`src/logic/fhp_pkg.sv`:
```
// Constants and types shared by the half-page flash programming control block
package fhp_pkg;
  // Special register addresses
  localparam logic [7:0] FLASH_CONTROL_ADDR = 8'hD1;
  localparam logic [7:0] NVM_CONTROL_ADDR   = 8'hD2;
  localparam logic [7:0] AUX_CONTROL_ADDR   = 8'h8E;
  // Flash control fields
  localparam int KEY_MSB  = 7;
  localparam int KEY_LSB  = 4;
  localparam int MAP_BIT  = 3;
  localparam int SPC_MSB  = 2;
  localparam int SPC_LSB  = 1;
  localparam int BUSY_BIT = 0;
  localparam logic [3:0] KEY_FIRST  = 4'h5;
  localparam logic [3:0] KEY_SECOND = 4'hA;
  // Nvm control fields
  localparam int AUTO_ERASE_BIT = 6;
  localparam int ERR_BIT        = 2;
  localparam logic [7:0] NVM_RESET = 8'h80;
  localparam logic [7:0] NVM_WMASK = 8'hFB;
  // Auxiliary control field
  localparam int XRAM_BIT = 1;
  // Space encodings
  typedef enum logic [1:0] {
    SPC_CODE = 2'b00,
    SPC_SIG  = 2'b01,
    SPC_FUSE = 2'b10,
    SPC_RSVD = 2'b11
  } fhp_space_t;
  // Read-only region starts
  localparam logic [15:0] SIG_RO_BASE  = 16'h0200;
  localparam logic [15:0] FUSE_RO_BASE = 16'h0080;
  // Page buffer geometry
  localparam int BUF_BYTES = 64;
  localparam int IDX_W     = 6;
  localparam logic [7:0] BLANK_BYTE = 8'hFF;
  // Default operation lengths in cycles
  localparam int ERASE_CYC_DEF = 1000;
  localparam int PROG_CYC_DEF  = 1000;
  localparam int CNT_W         = 16;
endpackage

```
`src/logic/fhp_buf_if.sv`:
```
// Carrier between the controller and its page buffer
`timescale 1ns/1ps
`default_nettype none
interface fhp_buf_if;
  import fhp_pkg::*;
  logic             ld_en;
  logic [IDX_W-1:0] ld_idx;
  logic [7:0]       ld_data;
  logic             clr;
  logic [IDX_W-1:0] rd_idx;
  logic [7:0]       rd_data;
  logic             rd_loaded;
  modport ctrl (output ld_en, ld_idx, ld_data, clr, rd_idx, input rd_data, rd_loaded);
  modport buff (input ld_en, ld_idx, ld_data, clr, rd_idx, output rd_data, rd_loaded);
endinterface
`default_nettype wire

```
`src/logic/fhp_ctrl.sv`:
```
// Half-page flash programming controller: mapping, launch key, sequencer
`timescale 1ns/1ps
`default_nettype none
module fhp_ctrl #(
  parameter int ERASE_CYC = fhp_pkg::ERASE_CYC_DEF,
  parameter int PROG_CYC  = fhp_pkg::PROG_CYC_DEF
) (
  input  wire logic        clk_sys,
  input  wire logic        rst,
  // Special register port
  input  wire logic [7:0]  reg_addr,
  input  wire logic [7:0]  reg_wdata,
  input  wire logic        reg_wr,
  input  wire logic        reg_rd,
  output logic [7:0]       reg_rdata,
  // Core status
  input  wire logic        instr_retire,
  input  wire logic        exec_internal,
  input  wire logic        brownout,
  output logic             core_stall,
  // Core external data writes
  input  wire logic        xd_wr,
  input  wire logic [15:0] xd_addr,
  input  wire logic [7:0]  xd_wdata,
  output logic             dmem_wr,
  output logic             dmem_ext,
  output logic [15:0]      dmem_addr,
  output logic [7:0]       dmem_wdata,
  // Core code reads
  input  wire logic        cr_rd,
  input  wire logic [15:0] cr_addr,
  output logic [7:0]       code_rdata,
  output logic             code_rvalid,
  // Flash array port
  output logic             arr_rd,
  output logic             arr_wr,
  output logic             arr_erase,
  output logic [1:0]       arr_space,
  output logic [15:0]      arr_addr,
  output logic [7:0]       arr_wdata,
  input  wire logic [7:0]  arr_rdata
);
  import fhp_pkg::*;

  typedef enum logic [2:0] {
    S_IDLE, S_ERASE, S_ERASE_WAIT, S_PROG, S_PROG_WAIT
  } fhp_state_t;

  ////////////////////////////////////////////////////////////////////////////
  // Registers
  fhp_state_t       state_r, state_nxt;
  logic [3:0]       key_r;
  logic             map_r;
  logic [1:0]       space_r;
  logic             busy_r;
  logic [7:0]       nvm_r;
  logic             xram_r;
  logic             armed_r;
  logic [15:6]      last_half_r;
  logic [15:6]      tgt_half_r;
  logic [1:0]       tgt_space_r;
  logic [IDX_W-1:0] idx_r;
  logic [7:0]       reg_rdata_r;
  logic             core_stall_r;
  logic             dmem_wr_r;
  logic             dmem_ext_r;
  logic [15:0]      dmem_addr_r;
  logic [7:0]       dmem_wdata_r;
  logic [7:0]       code_rdata_r;
  logic             code_rvalid_r;
  logic             arr_rd_r;
  logic             arr_wr_r;
  logic             arr_erase_r;
  logic [1:0]       arr_space_r;
  logic [15:0]      arr_addr_r;
  logic [7:0]       arr_wdata_r;

  fhp_buf_if buf_bus ();

  fhp_page_buf u_buf (
    .clk_sys (clk_sys),
    .rst     (rst),
    .bus     (buf_bus)
  );

  ////////////////////////////////////////////////////////////////////////////
  // Register decode
  wire ctl_wr    = reg_wr && reg_addr == FLASH_CONTROL_ADDR;
  wire nvm_wr    = reg_wr && reg_addr == NVM_CONTROL_ADDR;
  wire aux_wr    = reg_wr && reg_addr == AUX_CONTROL_ADDR;
  wire [3:0] key_in = reg_wdata[KEY_MSB:KEY_LSB];
  wire key_first = ctl_wr && key_in == KEY_FIRST;
  // Second half of the key only counts straight after the first
  wire key_done  = ctl_wr && key_in == KEY_SECOND && armed_r;
  wire launch    = key_done && !busy_r && space_r != SPC_RSVD;
  wire auto_erase = nvm_r[AUTO_ERASE_BIT];
  wire [7:0] ctl_rd  = {key_r, map_r, space_r, busy_r};
  wire [7:0] rd_mux  = (reg_addr == FLASH_CONTROL_ADDR) ? ctl_rd :
                       (reg_addr == NVM_CONTROL_ADDR)   ? nvm_r :
                       (reg_addr == AUX_CONTROL_ADDR)   ? {6'h00, xram_r, 1'b0} :
                       8'h00;

  // Flash control register; busy bit is hardware only
  always_ff @(posedge clk_sys or posedge rst) begin
    if (rst) begin
      key_r   <= 4'h0;
      map_r   <= 1'b0;
      space_r <= 2'b00;
    end else if (ctl_wr) begin
      key_r   <= key_in;
      map_r   <= reg_wdata[MAP_BIT];
      space_r <= reg_wdata[SPC_MSB:SPC_LSB];
    end
  end

  // Nvm and auxiliary control; error bit set by hardware or by writing one, cleared by writing zero
  always_ff @(posedge clk_sys or posedge rst) begin
    if (rst) begin
      nvm_r  <= NVM_RESET;
      xram_r <= 1'b0;
    end else begin
      if (nvm_wr) begin
        nvm_r <= reg_wdata & NVM_WMASK;
      end
      if (brownout && busy_r) begin
        nvm_r[ERR_BIT] <= 1'b1;
      end else if (nvm_wr) begin
        nvm_r[ERR_BIT] <= reg_wdata[ERR_BIT];
      end
      if (aux_wr) begin
        xram_r <= reg_wdata[XRAM_BIT];
      end
    end
  end

  // Key arming; any other instruction in between disarms
  always_ff @(posedge clk_sys or posedge rst) begin
    if (rst) begin
      armed_r <= 1'b0;
    end else if (ctl_wr) begin
      armed_r <= key_first;
    end else if (instr_retire) begin
      armed_r <= 1'b0;
    end
  end

  // Read data stands one cycle after the strobe
  always_ff @(posedge clk_sys or posedge rst) begin
    if (rst) begin
      reg_rdata_r <= 8'h00;
    end else if (reg_rd) begin
      reg_rdata_r <= rd_mux;
    end else begin
      reg_rdata_r <= 8'h00;
    end
  end

  ////////////////////////////////////////////////////////////////////////////
  // Data write routing
  // Buffer mapping wins over the external RAM select bit
  wire to_buf  = xd_wr && map_r;
  wire to_dmem = xd_wr && !map_r;

  assign buf_bus.ld_en   = to_buf && !busy_r;
  assign buf_bus.ld_idx  = xd_addr[IDX_W-1:0];
  assign buf_bus.ld_data = xd_wdata;

  // Forward ordinary writes; remember last page and half loaded
  always_ff @(posedge clk_sys or posedge rst) begin
    if (rst) begin
      dmem_wr_r    <= 1'b0;
      dmem_ext_r   <= 1'b0;
      dmem_addr_r  <= 16'h0000;
      dmem_wdata_r <= 8'h00;
      last_half_r  <= '0;
    end else begin
      dmem_wr_r <= to_dmem;
      if (to_dmem) begin
        dmem_ext_r   <= xram_r;
        dmem_addr_r  <= xd_addr;
        dmem_wdata_r <= xd_wdata;
      end
      if (buf_bus.ld_en) begin
        last_half_r <= xd_addr[15:6];
      end
    end
  end

  ////////////////////////////////////////////////////////////////////////////
  // Sequencer
  logic tmr_start;
  logic tmr_done;
  logic [CNT_W-1:0] tmr_cyc;
  wire  abort     = brownout && busy_r;
  wire  last_idx  = idx_r == IDX_W'(BUF_BYTES - 1);
  wire [15:0] tgt_addr = {tgt_half_r, idx_r};
  // Vendor signature and security regions never take program writes; erase is not blocked there
  wire  ro_hit    = (tgt_space_r == SPC_SIG  && tgt_addr >= SIG_RO_BASE) ||
                    (tgt_space_r == SPC_FUSE && tgt_addr >= FUSE_RO_BASE);
  wire  prog_byte = state_r == S_PROG && buf_bus.rd_loaded && !ro_hit;

  assign buf_bus.rd_idx = idx_r;
  assign buf_bus.clr    = (state_r == S_PROG_WAIT && tmr_done) || abort;

  fhp_op_timer u_tmr (
    .clk_sys (clk_sys),
    .rst     (rst),
    .start   (tmr_start),
    .cycles  (tmr_cyc),
    .abort   (abort),
    .done    (tmr_done)
  );

  // Next state and timer start
  always_comb begin
    state_nxt = state_r;
    tmr_start = 1'b0;
    tmr_cyc   = CNT_W'(PROG_CYC);
    case (state_r)
      S_IDLE: begin
        if (launch && auto_erase) begin
          state_nxt = S_ERASE;
        end else if (launch) begin
          state_nxt = S_PROG;
        end
      end
      S_ERASE: begin
        tmr_start = 1'b1;
        tmr_cyc   = CNT_W'(ERASE_CYC);
        state_nxt = S_ERASE_WAIT;
      end
      S_ERASE_WAIT: begin
        if (tmr_done) begin
          state_nxt = S_PROG;
        end
      end
      S_PROG: begin
        if (last_idx) begin
          tmr_start = 1'b1;
          state_nxt = S_PROG_WAIT;
        end
      end
      S_PROG_WAIT: begin
        if (tmr_done) begin
          state_nxt = S_IDLE;
        end
      end
      default: begin
        state_nxt = S_IDLE;
      end
    endcase
    if (abort) begin
      state_nxt = S_IDLE;
    end
  end

  // State, busy flag, stall, latched target
  always_ff @(posedge clk_sys or posedge rst) begin
    if (rst) begin
      state_r      <= S_IDLE;
      busy_r       <= 1'b0;
      core_stall_r <= 1'b0;
      idx_r        <= '0;
      tgt_half_r   <= '0;
      tgt_space_r  <= 2'b00;
    end else begin
      state_r <= state_nxt;
      busy_r  <= state_nxt != S_IDLE;
      if (launch) begin
        core_stall_r <= exec_internal;
        tgt_half_r   <= last_half_r;
        tgt_space_r  <= space_r;
      end else if (state_nxt == S_IDLE) begin
        core_stall_r <= 1'b0;
      end
      if (state_r == S_PROG) begin
        idx_r <= idx_r + IDX_W'(1);
      end else begin
        idx_r <= '0;
      end
    end
  end

  ////////////////////////////////////////////////////////////////////////////
  // Array port: sequencer owns it while busy, else code reads
  // The core reaches code space only through reads here; erase and program writes come from the sequencer
  wire cr_take = cr_rd && !busy_r;

  always_ff @(posedge clk_sys or posedge rst) begin
    if (rst) begin
      arr_rd_r    <= 1'b0;
      arr_wr_r    <= 1'b0;
      arr_erase_r <= 1'b0;
      arr_space_r <= 2'b00;
      arr_addr_r  <= 16'h0000;
      arr_wdata_r <= 8'h00;
    end else begin
      arr_rd_r    <= cr_take;
      arr_wr_r    <= prog_byte;
      // Erase clears the whole page, both halves
      arr_erase_r <= state_r == S_ERASE;
      if (state_r == S_ERASE) begin
        arr_space_r <= tgt_space_r;
        arr_addr_r  <= {tgt_half_r[15:7], 7'h00};
      end else if (state_r == S_PROG) begin
        arr_space_r <= tgt_space_r;
        arr_addr_r  <= tgt_addr;
        arr_wdata_r <= buf_bus.rd_data;
      end else if (cr_take) begin
        arr_space_r <= space_r;
        arr_addr_r  <= cr_addr;
      end
    end
  end

  // Read data returns two cycles after the request; reserved space reads blank
  always_ff @(posedge clk_sys or posedge rst) begin
    if (rst) begin
      code_rvalid_r <= 1'b0;
      code_rdata_r  <= 8'h00;
    end else begin
      code_rvalid_r <= arr_rd_r;
      if (arr_rd_r) begin
        code_rdata_r <= (arr_space_r == SPC_RSVD) ? BLANK_BYTE : arr_rdata;
      end
    end
  end

  assign reg_rdata   = reg_rdata_r;
  assign core_stall  = core_stall_r;
  assign dmem_wr     = dmem_wr_r;
  assign dmem_ext    = dmem_ext_r;
  assign dmem_addr   = dmem_addr_r;
  assign dmem_wdata  = dmem_wdata_r;
  assign code_rdata  = code_rdata_r;
  assign code_rvalid = code_rvalid_r;
  assign arr_rd      = arr_rd_r;
  assign arr_wr      = arr_wr_r;
  assign arr_erase   = arr_erase_r;
  assign arr_space   = arr_space_r;
  assign arr_addr    = arr_addr_r;
  assign arr_wdata   = arr_wdata_r;
endmodule
`default_nettype wire

```
`src/logic/fhp_op_timer.sv`:
```
// Down-counter that times one erase or program step
`timescale 1ns/1ps
`default_nettype none
module fhp_op_timer (
  input  wire logic             clk_sys,
  input  wire logic             rst,
  input  wire logic             start,
  input  wire logic [fhp_pkg::CNT_W-1:0] cycles,
  input  wire logic             abort,
  output logic                  done
);
  import fhp_pkg::*;
  logic [CNT_W-1:0] cnt_r;
  logic             run_r;

  // Done pulses in the cycle the count reaches one
  assign done = run_r && cnt_r == CNT_W'(1);

  always_ff @(posedge clk_sys or posedge rst) begin
    if (rst) begin
      cnt_r <= '0;
      run_r <= 1'b0;
    end else if (abort || done) begin
      run_r <= 1'b0;
    end else if (start) begin
      cnt_r <= cycles;
      run_r <= 1'b1;
    end else if (run_r) begin
      cnt_r <= cnt_r - CNT_W'(1);
    end
  end
endmodule
`default_nettype wire

```
`src/logic/fhp_page_buf.sv`:
```
// Write-once 64-byte page buffer with loaded flags
`timescale 1ns/1ps
`default_nettype none
module fhp_page_buf (
  input  wire logic clk_sys,
  input  wire logic rst,
  fhp_buf_if.buff   bus
);
  import fhp_pkg::*;
  logic [7:0]           mem_r [BUF_BYTES];
  logic [BUF_BYTES-1:0] loaded_r;

  // Data bytes need no reset; the loaded flags say what is valid
  always_ff @(posedge clk_sys) begin
    if (bus.ld_en && !loaded_r[bus.ld_idx]) begin
      mem_r[bus.ld_idx] <= bus.ld_data;
    end
  end

  // One flag per byte, wiped by the clear pulse
  generate
    for (genvar i = 0; i < BUF_BYTES; i++) begin : g_flag
      always_ff @(posedge clk_sys or posedge rst) begin
        if (rst) begin
          loaded_r[i] <= 1'b0;
        end else if (bus.clr) begin
          loaded_r[i] <= 1'b0;
        end else if (bus.ld_en && bus.ld_idx == IDX_W'(i)) begin
          loaded_r[i] <= 1'b1;
        end
      end
    end
  endgenerate

  assign bus.rd_loaded = loaded_r[bus.rd_idx];
  assign bus.rd_data   = loaded_r[bus.rd_idx] ? mem_r[bus.rd_idx] : BLANK_BYTE;
endmodule
`default_nettype wire

```
`config.mk`:
```
export PLATFORM = sky130hd
export DESIGN_NAME = fhp_ctrl
export DESIGN_NICKNAME = d
export VERILOG_FILES = /design/src/logic/fhp_pkg.sv /design/src/logic/fhp_buf_if.sv /design/src/logic/fhp_ctrl.sv /design/src/logic/fhp_op_timer.sv /design/src/logic/fhp_page_buf.sv
export SDC_FILE = /design/constraint.sdc
export NUM_CORES = 1
export LEC_CHECK = 0
export CAP_MARGIN = 15
export CORE_MARGIN = 2
export CORE_UTILIZATION = 55
export DETAILED_ROUTE_END_ITERATION = 7
export DONT_BUFFER_PORTS = 1
export MAX_ROUTING_LAYER = met4
export PLACE_DENSITY = 0.84
export SLEW_MARGIN = 5
export SYNTH_ARGS = -nofsm -noshare
export SYNTH_HDL_FRONTEND = slang
export SYNTH_HIERARCHICAL = 1
export SYNTH_SLANG_ARGS = --single-unit
export TNS_END_PERCENT = 5
```
`constraint.sdc`:
```
create_clock -name clk_sys -period 3.25 [get_ports clk_sys]
set_input_delay 0.1625 -clock clk_sys [delete_from_list [all_inputs] [get_ports clk_sys]]
set_output_delay 0.1625 -clock clk_sys [all_outputs]
set_load 0.005 [all_outputs]
```
==> metrics <==
WL final ~76,000 um; Setup crit start kind flop; Post-Syn Instances 1,781; Layout Utilization a little under two thirds; largest family of logic cells by synthesized area multiplexers; post-synthesis sequential area ratio about 69%; mux cell area share after synthesis between 15 and 20%; mapped cell area 29,700 um^2; post-DP HPWL 42,900 um; gp weighted congestion between 0.9 and 1; final setup vio count 0; grt total ovfl 0; Post-synth EDFFs slightly above 500; Reg power frac 52.7%; non-filler instance count after layout 2,660; number of global-route vias before repair 18,433; clock skew roughly 0.030 ns; diode count 0; final hold slack 0.0283 ns; Synth Area in Adders 0.168%; CTS Root Cell clkbuf_16; die area about 56,000 um^2; Die Y around 240 um; Worst Tran Pin Value about 1.1 ns; DR iter-0 viols between 2,000 and 3,000; WS Path Type reg -> reg; largest net degree at the start of global routing 66; Multi-input gate area about 8600 um^2; Synth area leader edfxtp_1; WL/cell about 29 um; worst reg2reg startpoint buf_bus.rd_idx[0]; Longest Clk Path Bufs 3; Int Pwr about 15 mW; PwrDens approximately 560 nW/um^2; Rel. slew slack a little over a fifth; Gate power share about 3.3%; Main synth FF type edfxtp_1; CTS sink count 715; Crit path arrival time approximately 3.6 ns; Mean Syn Cell Area 16.7 um^2; Synth top area share between 50% and 60%; fraction of the mapped netlist area in simple logic gates under 10%; RSZ-0062 raised after global routing false; Sum Neg Setup Slack 0 ns; Worst setup EP type flop; core area 53,600 um^2; Setup Fix Bufs, Post-CTS 0; xor/xnor share of the synthesized area less than 1%; vias about 18,000; synth warn 6; drt drc 0; power share of the clock group 44.0%; area grow syn2layout 14.7%; hold wc startpoint cr_rd; Total Nets Final 1,989; FF/Latch Area 20,500 um^2; Tcrit/Tclk final a little over nine tenths; share of layout cells above drive strength 1 between 20% and 30%; reg2reg path depth 8; worst-skew pair later-pin latency ~0.62 ns; routed vias/inst between 6 and 7; dpl cells 2,444; Max VDD drop 0.387 mV; fin crit period approximately 3.1 ns; max-cap violations 0; Max Freq between 300 and 400 MHz; post-layout power between 15 and 20 mW; clock transition at the registers of the reported paths approximately 0.07 ns; status complete, no violations; CTS tree yes; Worst R2R End arr_wr; crit-path max FO 26; ys async rst share 28.4%; Yosys cell types 84; count leader, synth edfxtp_1; # rows 85; port bufs 0; R2R Setup Slk around 0.12 ns; initial core utilization between 50 and 60%; Synth area leaders edfxtp_1 (52%), dfrtp_1 (17%), mux4_2 (11%), a21oi_1 (2.1%), mux2_2 (2.0%); Leak Pwr between 10 and 15 nW; first-pass GRT wire length 115,000 um; Worst Hold End arr_rd; width of the die around 240 um; #FFs+latches synth between 700 and 800; hold crit path type in -> reg; Data required, critical path roughly 3.8 ns; Final ANT Viol Nets 0; switching share of power approximately 21%; top cells by count, synth edfxtp_1 (512), dfrtp_1 (202), nor2_1 (156), mux4_2 (147), a21oi_1 (124); H-tree Lvls 3; Num CTS Buffers 70; num ports roughly 150; Fillers around 3,500; Compound-Gate Fraction of Synth Area a little under 6%; GR Util All Layers between 20% and 30%; Slew Limit Fails 0; worst hold path depth 2; TritonRoute pass-1 iters 8; Sw Pwr around 4 mW; antenna violations before repair 0; Final Hold Fails 0
[critical path, cell delays in order, from the launching register on]
cell      delay, ns
dfrtp_4        0.71
buf_12         0.29
mux2i_1        0.11
a221oi_1       0.35
a211oi_1       0.15
a211oi_2       0.79
and2_1         0.26
nand3_1        0.08
a211oi_1       0.28
[cells in the final DEF (no fill, tap or decap), types with 11 or more instances in the layout]
cell / instances
a21oi_1: 123
nor2_2: 32
mux2i_1: 22
mux2_2: 52
nor2_1: 155
nand3_1: 34
clkinv_2: 11
nor2b_1: 17
dfrtp_1: 200
mux4_2: 147
o21ai_0: 23
buf_4: 69
dlygate4sd3_1: 84
conb_1: 16
nand2_1: 63
a22oi_1: 76
clkbuf_16: 73
edfxtp_1: 512
nor3_1: 18
nor4_1: 15
mux4_1: 16
[through the flow]
| step | worst slack (ns) | area, um^2 |
|---|---|---|
| 2_1_floorplan | 0.679 | 29800 |
| 3_3_place_gp | 0.280 | 30600 |
| 3_5_place_dp | 0.263 | 30600 |
| 4_1_cts | 0.213 | 34100 |
| 5_1_grt | 0.00655 | 34100 |
| 6_report | 0.116 | 34100 |
[power groups by stage]
stage	registers, mW	clock network, mW	logic [mW]
after detailed placement	10.2	0	0.318
final	10.0	8.39	0.629
after global placement	10.2	0	0.303
after global routing	10.1	8.82	0.675
after CTS	10.0	8.42	0.597
after floorplan	10.2	0	0.274
[cells by family after synthesis]
family,Yosys count
other,2
buffers and inverters,134
adder cells (fa/ha/maj),4
XOR/XNOR,4
flip-flops,715
multiplexers,246
AND/OR/NAND/NOR,402
AO/OA/AOI/OAI,274
[layout make-up]
cell class | count | share of cell area, %
multi-input cells | 946 | 25.3
inverters | 12 | 0.143
well taps | 696 | 2.56
clock buffers | 87 | 5.66
clock inverters | 37 | 1.29
repair buffers | 167 | 4.99
flip-flops and latches | 715 | 60.1
[worst max path at each step]
stage	depth (start not counted)	endpoint	from	slack, ns
finish	8	arr_wr	buf_bus.rd_idx[0]	0.12
floorplan	9	arr_wdata[5]	buf_bus.rd_idx[0]	0.68
global placement	7	arr_wdata[6]	buf_bus.rd_idx[0]	0.28
global route	8	arr_wr	buf_bus.rd_idx[0]	0.007
CTS	8	arr_wr	buf_bus.rd_idx[0]	0.21
detailed placement	7	arr_wdata[2]	buf_bus.rd_idx[0]	0.26
[layer usage]
metal	up-vias	track usage (%)	share of wire [%]
li1	7235	-	-
met1	9278	35.3	34
met2	1493	45.1	50
met3	319	5.28	11
met4	0	14.5	5.6
met5	-	-	0
[repair_timing]
action | in CTS | in global routing
hold buffers | 92 | 0
gates resized for setup | 0 | 1
endpoints found under the hold margin | 722 | 0
endpoints found under the setup margin | 0 | 1
[registers in the layout, indices dropped and copies added (netlist names), 10 cells and up]
| signal | cells |
|---|---|
| u_buf/mem_r | 512 |
| tgt_half_r | 10 |
| u_buf/loaded_r | 64 |
| arr_addr | 16 |
| dmem_addr | 16 |
| u_tmr/cnt_r | 16 |
| last_half_r | 10 |
Power figures use the tool's default switching activity.
